File: config.mk
export PLATFORM = sky130hd
export DESIGN_NAME = dcf_fifo
export DESIGN_NICKNAME = d
export VERILOG_FILES = /design/src/rtl/dcf_pkg.sv /design/src/rtl/dcf_fifo.sv /design/src/rtl/dcf_sync2.sv
export SDC_FILE = /design/constraint.sdc
export NUM_CORES = 1
export LEC_CHECK = 0
export ABC_CLOCK_PERIOD_IN_PS = 12500
export BUFFER_PORTS_ARGS = -buffer_cell sky130_fd_sc_hd__buf_2
export CORE_MARGIN = 2
export CORE_UTILIZATION = 65
export CTS_CLUSTER_SIZE = 16
export DETAILED_ROUTE_END_ITERATION = 6
export GPL_TIMING_DRIVEN = 0
export HOLD_SLACK_MARGIN = 0.06
export PLACE_DENSITY = 0.81
export SETUP_SLACK_MARGIN = 0.05
export SYNTH_ARGS = -nofsm -noshare
export SYNTH_HDL_FRONTEND = slang
export SYNTH_SLANG_ARGS = --single-unit
export TNS_END_PERCENT = 100
File: constraint.sdc
create_clock -name I_SYS_CLK -period 12.5 [get_ports I_SYS_CLK]
set_input_delay 1.875 -clock I_SYS_CLK [delete_from_list [all_inputs] [get_ports I_SYS_CLK]]
set_output_delay 1.875 -clock I_SYS_CLK [all_outputs]
set_load 0.005 [all_outputs]
File: src/rtl/dcf_pkg.sv
package dcf_pkg;

  // Storage geometry
  localparam int          DATA_W       = 9;
  localparam int          ADDR_W       = 6;
  localparam int          PTR_W        = 7;
  localparam logic [6:0]  DEPTH        = 7'h40;
  localparam logic [6:0]  PTR_ZERO     = 7'h00;
  localparam logic [6:0]  PTR_ONE      = 7'h01;
  localparam logic [6:0]  OFFSET_RESET = 7'h07;
  localparam logic [8:0]  DATA_RESET   = 9'h000;

  // Register bus byte addresses
  localparam int          WB_AW          = 8;
  localparam logic [7:0]  ADR_STATUS     = 8'h00;
  localparam logic [7:0]  ADR_EMPTY_OFS  = 8'h04;
  localparam logic [7:0]  ADR_FULL_OFS   = 8'h08;
  localparam logic [7:0]  ADR_IRQ_STATUS = 8'h0C;
  localparam logic [7:0]  ADR_IRQ_MASK   = 8'h10;
  localparam logic [7:0]  ADR_LEVEL      = 8'h14;
  localparam logic [31:0] WB_ZERO        = 32'h0000_0000;

  // Interrupt status and mask layout
  localparam int          IRQ_W          = 6;
  localparam int          IRQ_EMPTY      = 0;
  localparam int          IRQ_FULL       = 1;
  localparam int          IRQ_AEMPTY     = 2;
  localparam int          IRQ_AFULL      = 3;
  localparam int          IRQ_WR_REFUSED = 4;
  localparam int          IRQ_RD_REFUSED = 5;
  localparam logic [5:0]  IRQ_RESET      = 6'h00;

  // Status register layout
  localparam int          ST_MODE_DUAL  = 0;
  localparam int          ST_MODE_VALID = 1;
  localparam int          ST_EMPTY_N    = 2;
  localparam int          ST_FULL_N     = 3;
  localparam int          ST_AEMPTY_N   = 4;
  localparam int          ST_AFULL_N    = 5;

  // Enable strap decoding, caught once after reset
  typedef enum logic [2:0]
  {
    MODE_PENDING = 3'h1,
    MODE_DUAL    = 3'h2,
    MODE_FLAG    = 3'h4
  } dcf_mode_t;

  typedef struct packed
  {
    logic        cyc;
    logic        stb;
    logic        we;
    logic [7:0]  adr;
    logic [3:0]  sel;
    logic [31:0] dat;
  } dcf_wb_req_t;

  typedef struct packed
  {
    logic empty_n;
    logic full_n;
    logic almost_empty_n;
    logic almost_full_n;
  } dcf_flags_t;

endpackage

File: src/rtl/dcf_fifo.sv
// Behaviour
// - Enable pin high at reset: second write enable
// - Enable pin low at reset: offset load control; here load low only blocks writes, offsets are set over the bus
// - Dual mode writes need enable A low, B high
// - No write stored while full flag low
// - Both read enables low advance read side
// - No read while empty flag low
// - Output enable low drives data bus
// - Empty flag low when nothing stored
// - Almost-empty low within offset, default seven
// - Almost-full low within offset, default seven
// - Full flag low when all locations used
// - Nine-bit parallel read data output
// - Reset clears pointers, sets reset flag levels
// - Flag mode: enable A low with load high qualifies writes
//
// The register addresses and the Wishbone interface to the registers were chosen for this implementation.
`timescale 1ns/1ps
module dcf_fifo (
  input  wire logic                 I_SYS_CLK,
  input  wire logic                 I_RST_N,
  input  wire logic [8:0]           I_WRITE_DATA,
  input  wire logic                 I_WRITE_ENABLE_A_N,
  input  wire logic                 I_SECOND_ENABLE_OR_LOAD_N,
  input  wire logic                 I_READ_ENABLE_A_N,
  input  wire logic                 I_READ_ENABLE_B_N,
  input  wire logic                 I_OUTPUT_ENABLE_N,
  input  wire dcf_pkg::dcf_wb_req_t I_WB_REQ,
  output logic      [31:0]          O_WB_DAT,
  output logic                      O_WB_ACK,
  output logic      [8:0]           O_READ_DATA_OUT,
  output logic                      O_READ_DATA_OE,
  output logic                      O_EMPTY_FLAG_N,
  output logic                      O_FULL_FLAG_N,
  output logic                      O_ALMOST_EMPTY_FLAG_N,
  output logic                      O_ALMOST_FULL_FLAG_N,
  output logic                      O_IRQ
);

  dcf_pkg::dcf_mode_t  mode;
  dcf_pkg::dcf_flags_t flags, next_flags;
  logic [8:0]          mem [64];
  logic [6:0]          wr_ptr, rd_ptr;
  logic [6:0]          wr_gray, rd_gray;
  logic [6:0]          wr_gray_s, rd_gray_s;
  logic [6:0]          wr_bin_s, rd_bin_s;
  logic [6:0]          next_wr_ptr, next_rd_ptr;
  logic [6:0]          next_wcount, next_rcount;
  logic [6:0]          empty_ofs, full_ofs;
  logic [5:0]          irq_status, irq_mask;
  logic [5:0]          irq_event, next_irq_status;
  logic [31:0]         rd_word;
  logic                wr_qual, rd_qual;
  logic                wr_do, rd_do;
  logic                bus_req, bus_wr;

  function automatic logic [6:0] from_gray(input logic [6:0] g);
    logic [6:0] b;
    b[6] = g[6];
    for (int i = 5; i >= 0; i--)
      b[i] = b[i+1] ^ g[i];
    from_gray = b;
  endfunction

  // Strap caught on the first edge after release, never under reset
  always_ff @(posedge I_SYS_CLK or negedge I_RST_N)
  begin
    if (!I_RST_N)
      mode <= dcf_pkg::MODE_PENDING;
    else
    begin
      case (mode)
        dcf_pkg::MODE_PENDING:
          mode <= I_SECOND_ENABLE_OR_LOAD_N ? dcf_pkg::MODE_DUAL
                                            : dcf_pkg::MODE_FLAG;
        dcf_pkg::MODE_DUAL, dcf_pkg::MODE_FLAG: mode <= mode;  // Held until next reset
        default:               mode <= dcf_pkg::MODE_PENDING;
      endcase
    end
  end

  // Write qualification; load low in flag mode blocks the data write and loads no offset
  always_comb
  begin
    case (mode)
      dcf_pkg::MODE_DUAL:
        wr_qual = !I_WRITE_ENABLE_A_N && I_SECOND_ENABLE_OR_LOAD_N;
      dcf_pkg::MODE_FLAG:
        wr_qual = !I_WRITE_ENABLE_A_N && I_SECOND_ENABLE_OR_LOAD_N;
      default:
        wr_qual = 1'b0;
    endcase
  end

  // Requests gated by the registered flags of each side
  assign wr_do       = wr_qual && flags.full_n;
  assign rd_qual     = !I_READ_ENABLE_A_N && !I_READ_ENABLE_B_N;
  assign rd_do       = rd_qual && flags.empty_n;
  assign next_wr_ptr = wr_do ? 7'(wr_ptr + dcf_pkg::PTR_ONE) : wr_ptr;
  assign next_rd_ptr = rd_do ? 7'(rd_ptr + dcf_pkg::PTR_ONE) : rd_ptr;

  // Write pointer and its gray copy move together
  always_ff @(posedge I_SYS_CLK or negedge I_RST_N)
  begin
    if (!I_RST_N)
    begin
      wr_ptr  <= dcf_pkg::PTR_ZERO;
      wr_gray <= dcf_pkg::PTR_ZERO;
    end
    else
    begin
      wr_ptr  <= next_wr_ptr;
      wr_gray <= next_wr_ptr ^ (next_wr_ptr >> 1);
    end
  end

  // Read pointer and its gray copy
  always_ff @(posedge I_SYS_CLK or negedge I_RST_N)
  begin
    if (!I_RST_N)
    begin
      rd_ptr  <= dcf_pkg::PTR_ZERO;
      rd_gray <= dcf_pkg::PTR_ZERO;
    end
    else
    begin
      rd_ptr  <= next_rd_ptr;
      rd_gray <= next_rd_ptr ^ (next_rd_ptr >> 1);
    end
  end

  // Storage has no reset; only written words are ever read
  always_ff @(posedge I_SYS_CLK)
  begin
    if (wr_do)
      mem[wr_ptr[5:0]] <= I_WRITE_DATA;
  end

  // Gray pointers cross so that a part in flight is off by at most one
  dcf_sync2 #(.W(dcf_pkg::PTR_W)) u_wr_to_rd (
    .i_clk   (I_SYS_CLK),
    .i_rst_n (I_RST_N),
    .i_d     (wr_gray),
    .o_q     (wr_gray_s)
  );
  dcf_sync2 #(.W(dcf_pkg::PTR_W)) u_rd_to_wr (
    .i_clk   (I_SYS_CLK),
    .i_rst_n (I_RST_N),
    .i_d     (rd_gray),
    .o_q     (rd_gray_s)
  );

  // Counts against the stale far pointer err toward full and empty
  assign wr_bin_s    = from_gray(wr_gray_s);
  assign rd_bin_s    = from_gray(rd_gray_s);
  assign next_wcount = 7'(next_wr_ptr - rd_bin_s);
  assign next_rcount = 7'(wr_bin_s - next_rd_ptr);

  always_comb
  begin
    next_flags.full_n         = next_wcount != dcf_pkg::DEPTH;
    next_flags.almost_full_n  = next_wcount < 7'(dcf_pkg::DEPTH - full_ofs);
    next_flags.empty_n        = next_rcount != dcf_pkg::PTR_ZERO;
    next_flags.almost_empty_n = next_rcount > empty_ofs;
  end

  // Flags registered so the pins never glitch
  always_ff @(posedge I_SYS_CLK or negedge I_RST_N)
  begin
    if (!I_RST_N)
      flags <= '{empty_n: 1'b0, full_n: 1'b1, almost_empty_n: 1'b0, almost_full_n: 1'b1};
    else
      flags <= next_flags;
  end

  assign O_EMPTY_FLAG_N        = flags.empty_n;
  assign O_FULL_FLAG_N         = flags.full_n;
  assign O_ALMOST_EMPTY_FLAG_N = flags.almost_empty_n;
  assign O_ALMOST_FULL_FLAG_N  = flags.almost_full_n;

  // Read data and its enable, both from flops
  always_ff @(posedge I_SYS_CLK or negedge I_RST_N)
  begin
    if (!I_RST_N)
    begin
      O_READ_DATA_OUT <= dcf_pkg::DATA_RESET;
      O_READ_DATA_OE  <= 1'b0;
    end
    else
    begin
      if (rd_do)
        O_READ_DATA_OUT <= mem[rd_ptr[5:0]];
      O_READ_DATA_OE <= !I_OUTPUT_ENABLE_N;
    end
  end

  // Interrupt events: flags falling, refused requests
  always_comb
  begin
    irq_event                          = dcf_pkg::IRQ_RESET;
    irq_event[dcf_pkg::IRQ_EMPTY]      = flags.empty_n && !next_flags.empty_n;
    irq_event[dcf_pkg::IRQ_FULL]       = flags.full_n && !next_flags.full_n;
    irq_event[dcf_pkg::IRQ_AEMPTY]     = flags.almost_empty_n && !next_flags.almost_empty_n;
    irq_event[dcf_pkg::IRQ_AFULL]      = flags.almost_full_n && !next_flags.almost_full_n;
    irq_event[dcf_pkg::IRQ_WR_REFUSED] = wr_qual && !flags.full_n;
    irq_event[dcf_pkg::IRQ_RD_REFUSED] = rd_qual && !flags.empty_n;
  end

  // Single-cycle classic slave; write lands on the acked edge
  assign bus_req = I_WB_REQ.cyc && I_WB_REQ.stb;
  assign bus_wr  = bus_req && I_WB_REQ.we && O_WB_ACK && I_WB_REQ.sel[0];

  // Write-one-to-clear, a new event wins over the clear
  always_comb
  begin
    next_irq_status = irq_status;
    if (bus_wr && I_WB_REQ.adr == dcf_pkg::ADR_IRQ_STATUS)
      next_irq_status = irq_status & ~I_WB_REQ.dat[5:0];
    next_irq_status = next_irq_status | irq_event;
  end

  always_ff @(posedge I_SYS_CLK or negedge I_RST_N)
  begin
    if (!I_RST_N)
    begin
      irq_status <= dcf_pkg::IRQ_RESET;
      O_IRQ      <= 1'b0;
    end
    else
    begin
      irq_status <= next_irq_status;
      O_IRQ      <= |(irq_status & irq_mask);
    end
  end

  // Software registers: offsets default to seven
  always_ff @(posedge I_SYS_CLK or negedge I_RST_N)
  begin
    if (!I_RST_N)
    begin
      empty_ofs <= dcf_pkg::OFFSET_RESET;
      full_ofs  <= dcf_pkg::OFFSET_RESET;
      irq_mask  <= dcf_pkg::IRQ_RESET;
    end
    else if (bus_wr)
    begin
      case (I_WB_REQ.adr)
        dcf_pkg::ADR_EMPTY_OFS: empty_ofs <= I_WB_REQ.dat[6:0];
        dcf_pkg::ADR_FULL_OFS:  full_ofs  <= I_WB_REQ.dat[6:0];
        dcf_pkg::ADR_IRQ_MASK:  irq_mask  <= I_WB_REQ.dat[5:0];
        default:                irq_mask  <= irq_mask;
      endcase
    end
  end

  // Read mux; unmapped addresses read zero and still ack
  always_comb
  begin
    rd_word = dcf_pkg::WB_ZERO;
    case (I_WB_REQ.adr)
      dcf_pkg::ADR_STATUS:
      begin
        rd_word[dcf_pkg::ST_MODE_DUAL]  = mode == dcf_pkg::MODE_DUAL;
        rd_word[dcf_pkg::ST_MODE_VALID] = mode != dcf_pkg::MODE_PENDING;
        rd_word[dcf_pkg::ST_EMPTY_N]    = flags.empty_n;
        rd_word[dcf_pkg::ST_FULL_N]     = flags.full_n;
        rd_word[dcf_pkg::ST_AEMPTY_N]   = flags.almost_empty_n;
        rd_word[dcf_pkg::ST_AFULL_N]    = flags.almost_full_n;
      end
      dcf_pkg::ADR_EMPTY_OFS:  rd_word[6:0] = empty_ofs;
      dcf_pkg::ADR_FULL_OFS:   rd_word[6:0] = full_ofs;
      dcf_pkg::ADR_IRQ_STATUS: rd_word[5:0] = irq_status;
      dcf_pkg::ADR_IRQ_MASK:   rd_word[5:0] = irq_mask;
      dcf_pkg::ADR_LEVEL:      rd_word[6:0] = 7'(wr_ptr - rd_bin_s);
      default:                 rd_word = dcf_pkg::WB_ZERO;
    endcase
  end

  // Ack one cycle after the request, dropped the cycle after
  always_ff @(posedge I_SYS_CLK or negedge I_RST_N)
  begin
    if (!I_RST_N)
    begin
      O_WB_ACK <= 1'b0;
      O_WB_DAT <= dcf_pkg::WB_ZERO;
    end
    else
    begin
      O_WB_ACK <= bus_req && !O_WB_ACK;
      if (bus_req && !O_WB_ACK)
        O_WB_DAT <= rd_word;
    end
  end
endmodule

File: src/rtl/dcf_sync2.sv
`timescale 1ns/1ps
module dcf_sync2 #(
  parameter int W = 7
) (
  input  wire logic         i_clk,
  input  wire logic         i_rst_n,
  input  wire logic [W-1:0] i_d,
  output logic      [W-1:0] o_q
);

  logic [W-1:0] meta;

  // First stage feeds only the second stage
  always_ff @(posedge i_clk or negedge i_rst_n)
  begin
    if (!i_rst_n)
    begin
      meta <= '0;
      o_q  <= '0;
    end
    else
    begin
      meta <= i_d;
      o_q  <= meta;
    end
  end

endmodule

==> results.sh <==
export IMPL_status="complete, no violations"
export IMPL_nFillCells=2528
export IMPL_regArea_um2=20000
export IMPL_synth_edf_count=576
export IMPL_vias=15300
export IMPL_synth_cell_types=66
export IMPL_required_ns=13.00
export IMPL_detailed_place_hpwl_mm=38.7
export IMPL_cts_sinks=682
export IMPL_whs_path_depth=0
export IMPL_design_area_um2=31300
export IMPL_cp_end_kind="flop"
export IMPL_relSlewSlack=0.111
export IMPL_synthCells=1637
export IMPL_die_w_um=212
export IMPL_overflow=0
export IMPL_power_mw=7.14
export IMPL_clk_latency_ns=0.61
export IMPL_max_vdd_ir_drop_mv=0.127
export IMPL_fin_ws_ns=6.81
export IMPL_die_area_um2=44800
export IMPL_yosys_area_top_type="edfxtp_1"
export IMPL_viasPerCell=6.40
export IMPL_synth_cell_area_um2=28000
export IMPL_yosysTopAreaCellShare=0.617
export IMPL_holdPathEnd="u_rd_to_wr.o_q[3]"
export IMPL_hold_buffers=0
export IMPL_cts_repair_resized=0
export IMPL_skew_ns=0.0169
export IMPL_dpl_instance_area_um2=29100
export IMPL_rsz0062_at_grt="false"
export IMPL_yosys_warnings=0
export IMPL_fin_cells=2390
export IMPL_cts_root_buf="clkbuf_16"
export IMPL_crit_fanout=10
export IMPL_grtUsageMet1=0.391
export IMPL_worstMarginPinSlew_ns=1.33
export IMPL_drive_gt1_frac=0.201
export IMPL_reg2reg_slack_ns=7.38
export IMPL_routed_wl_mm=62.4
export IMPL_clkTransAtPathRegs_ns=0.06
export IMPL_synth_seq_area_share=0.712
export IMPL_grt_max_degree=74
export IMPL_timing_rr_end="irq_status[3]"
export IMPL_grt_use_total=0.286
export IMPL_final_hold_viol_count=0
export IMPL_nNetsFinal=1890
export IMPL_numCtsBuffers=69
export IMPL_dr_first_iter_drc_count=1651
export IMPL_post_route_util=0.732
export IMPL_setup_viol=0
export IMPL_core_um2=42800
export IMPL_holdWs_ns=0.345
export IMPL_portBuffers=57
export IMPL_gp_congestion=0.944
export IMPL_syn_to_final_growth_pct=11.7
export IMPL_cp_start_kind="input port"
export IMPL_dp_slack_ns=6.22
export IMPL_maxCapViolCount=0
export IMPL_crit_arrival_ns=6.19
export IMPL_grt_pass1_wl_mm=92.6
export IMPL_fmax_ghz=0.176
export IMPL_reg2reg_depth=18
export IMPL_avgSynthCellArea_um2=17.1
export IMPL_wl_per_cell_um=26.1
export IMPL_post_cts_buffers=0
export IMPL_async_flop_share=0.155
export IMPL_multiInputGateArea_um2=7430
export IMPL_ios=111
export IMPL_critPathKind="in -> reg"
export IMPL_post_route_min_period_ns=5.69
export IMPL_clk_path_buf_depth=3
export IMPL_fin_setup_tns_ns=0
export IMPL_timing_final_crit_share=0.455
export IMPL_min_from="u_rd_to_wr.meta[3]"
export IMPL_rows=76
export IMPL_grt_antenna_before_repair=1
export IMPL_slew_viol_final=0
export IMPL_drc_errors=0
export IMPL_hold_class="reg -> reg"
export IMPL_ant_nets=0
export IMPL_ys_top_cells_by_area="edfxtp_1 (62%), dfrtp_1 (8.7%), mux4_2 (8.1%), mux2i_1 (3.6%), ha_1 (1.5%)"
export IMPL_synth_flop_cell="edfxtp_1"
export IMPL_initial_utilization=0.655
export IMPL_firstDrtPassIters=5
export IMPL_ys_seq_elements=682
export IMPL_ctsHtreeMaxLevel=3
export IMPL_synth_most_common_cell="edfxtp_1"
export IMPL_leakage_nw=11.1
export IMPL_synth_common_cells="edfxtp_1 (576), nor2_1 (102), mux2i_1 (101), mux4_2 (101), dfrtp_1 (97)"
export IMPL_grt_util_met3=0.0613
export IMPL_r2r_start="u_rd_to_wr.o_q[6]"
export IMPL_cts_tree="done"
export IMPL_grt_busiest_layer="met2"
export IMPL_die_y_um=212
export IMPL_first_global_vias=15400
export IMPL_dpl_cell_count=2265
export IMPL_use_met2=0.456
export IMPL_powerDensity_nw_per_um2=228
-- sequential cells by signal, indices dropped and copies added, names as in the netlist, 3 cells and up --
signal           flops
O_WB_DAT             7
rd_gray              7
irq_status           6
mem                576
wr_ptr               6
O_READ_DATA_OUT      9
u_rd_to_wr.meta      7
mode                 3
u_wr_to_rd.o_q       7
wr_gray              7
full_ofs             7
u_rd_to_wr.o_q       7
empty_ofs            7
rd_ptr               6
u_wr_to_rd.meta      7
irq_mask             6
-- final cells by class --
type,count,share of cell area
Clock buffer,98,0.0623
Buffer,104,0.0185
Timing Repair Buffer,58,0.0101
Multi-Input combinational cell,836,0.237
Antenna cell,1,0.0000799
Tap cell,546,0.0218
Clock inverter,26,0.00791
Sequential cell,682,0.638
Inverter,39,0.00468
-- routing by layer --
metal	vias to the layer above	wire length, um
li1	6626	-
met1	7699	24000
met3	172	5560
met4	0	2540
met2	802	30300
met5	-	0
-- worst max path at each step --
| stage | slack (ns) | end | cells after the start | start |
|---|---|---|---|---|
| after floorplan | 7.46 | irq_status[2] | 15 | I_READ_ENABLE_B_N |
| after global placement | 6.32 | irq_status[2] | 16 | I_READ_ENABLE_B_N |
| after detailed placement | 6.22 | irq_status[2] | 16 | I_READ_ENABLE_B_N |
| after CTS | 6.85 | irq_status[2] | 16 | I_READ_ENABLE_B_N |
| after global routing | 6.52 | irq_status[2] | 16 | I_READ_ENABLE_B_N |
| final | 6.81 | irq_status[2] | 16 | I_READ_ENABLE_B_N |
-- worst max-delay path, cell delays in order --
cell and delay [ns]:
buf_2 0.12, nor3_1 0.76, clkbuf_1 0.39, nand2_1 0.12, xor2_1 0.47, ha_1 0.38
a21o_1 0.20, a21oi_1 0.17, and2b_1 0.22, a21oi_1 0.18, xnor2_1 0.14, ha_1 0.26
and4_1 0.22, a221oi_1 0.30, a41oi_1 0.14, o21ai_0 0.24
-- layout by cell type, fill, tap and decap left out, types with 25 or more instances in the layout --
master and instances:
dfrtp_1 97, inv_1 39, buf_2 74, xor2_1 28
o21ai_0 49, edfxtp_1 576, a21oi_1 33, ha_1 34
clkbuf_1 52, mux2i_1 101, conb_1 25, nand2_1 68
buf_4 39, xnor2_1 28, a22oi_1 26, mux4_2 101
clkbuf_16 73, nor2_1 102, mux2_2 32
-- power by group --
part	switching, mW	internal [mW]	leakage, nW	total (mW)
logic	1.41	1.05	3.60	2.46
registers	0.0709	2.60	6.47	2.67
clock network	0.834	1.17	1.07	2.01
-- logic make-up (layout without fill, tap and decap cells) --
family	after synthesis	count (layout)	synth area share
XOR/XNOR	57	57	0.0181
AO/OA/AOI/OAI	203	203	0.0475
adder cells (fa/ha/maj)	37	37	0.0173
multiplexers	234	234	0.130
flip-flops	682	682	0.712
buffers and inverters	143	325	0.0259
AND/OR/NAND/NOR	280	280	0.0487
other	1	26	0.000134
Power figures use the tool's default switching activity.
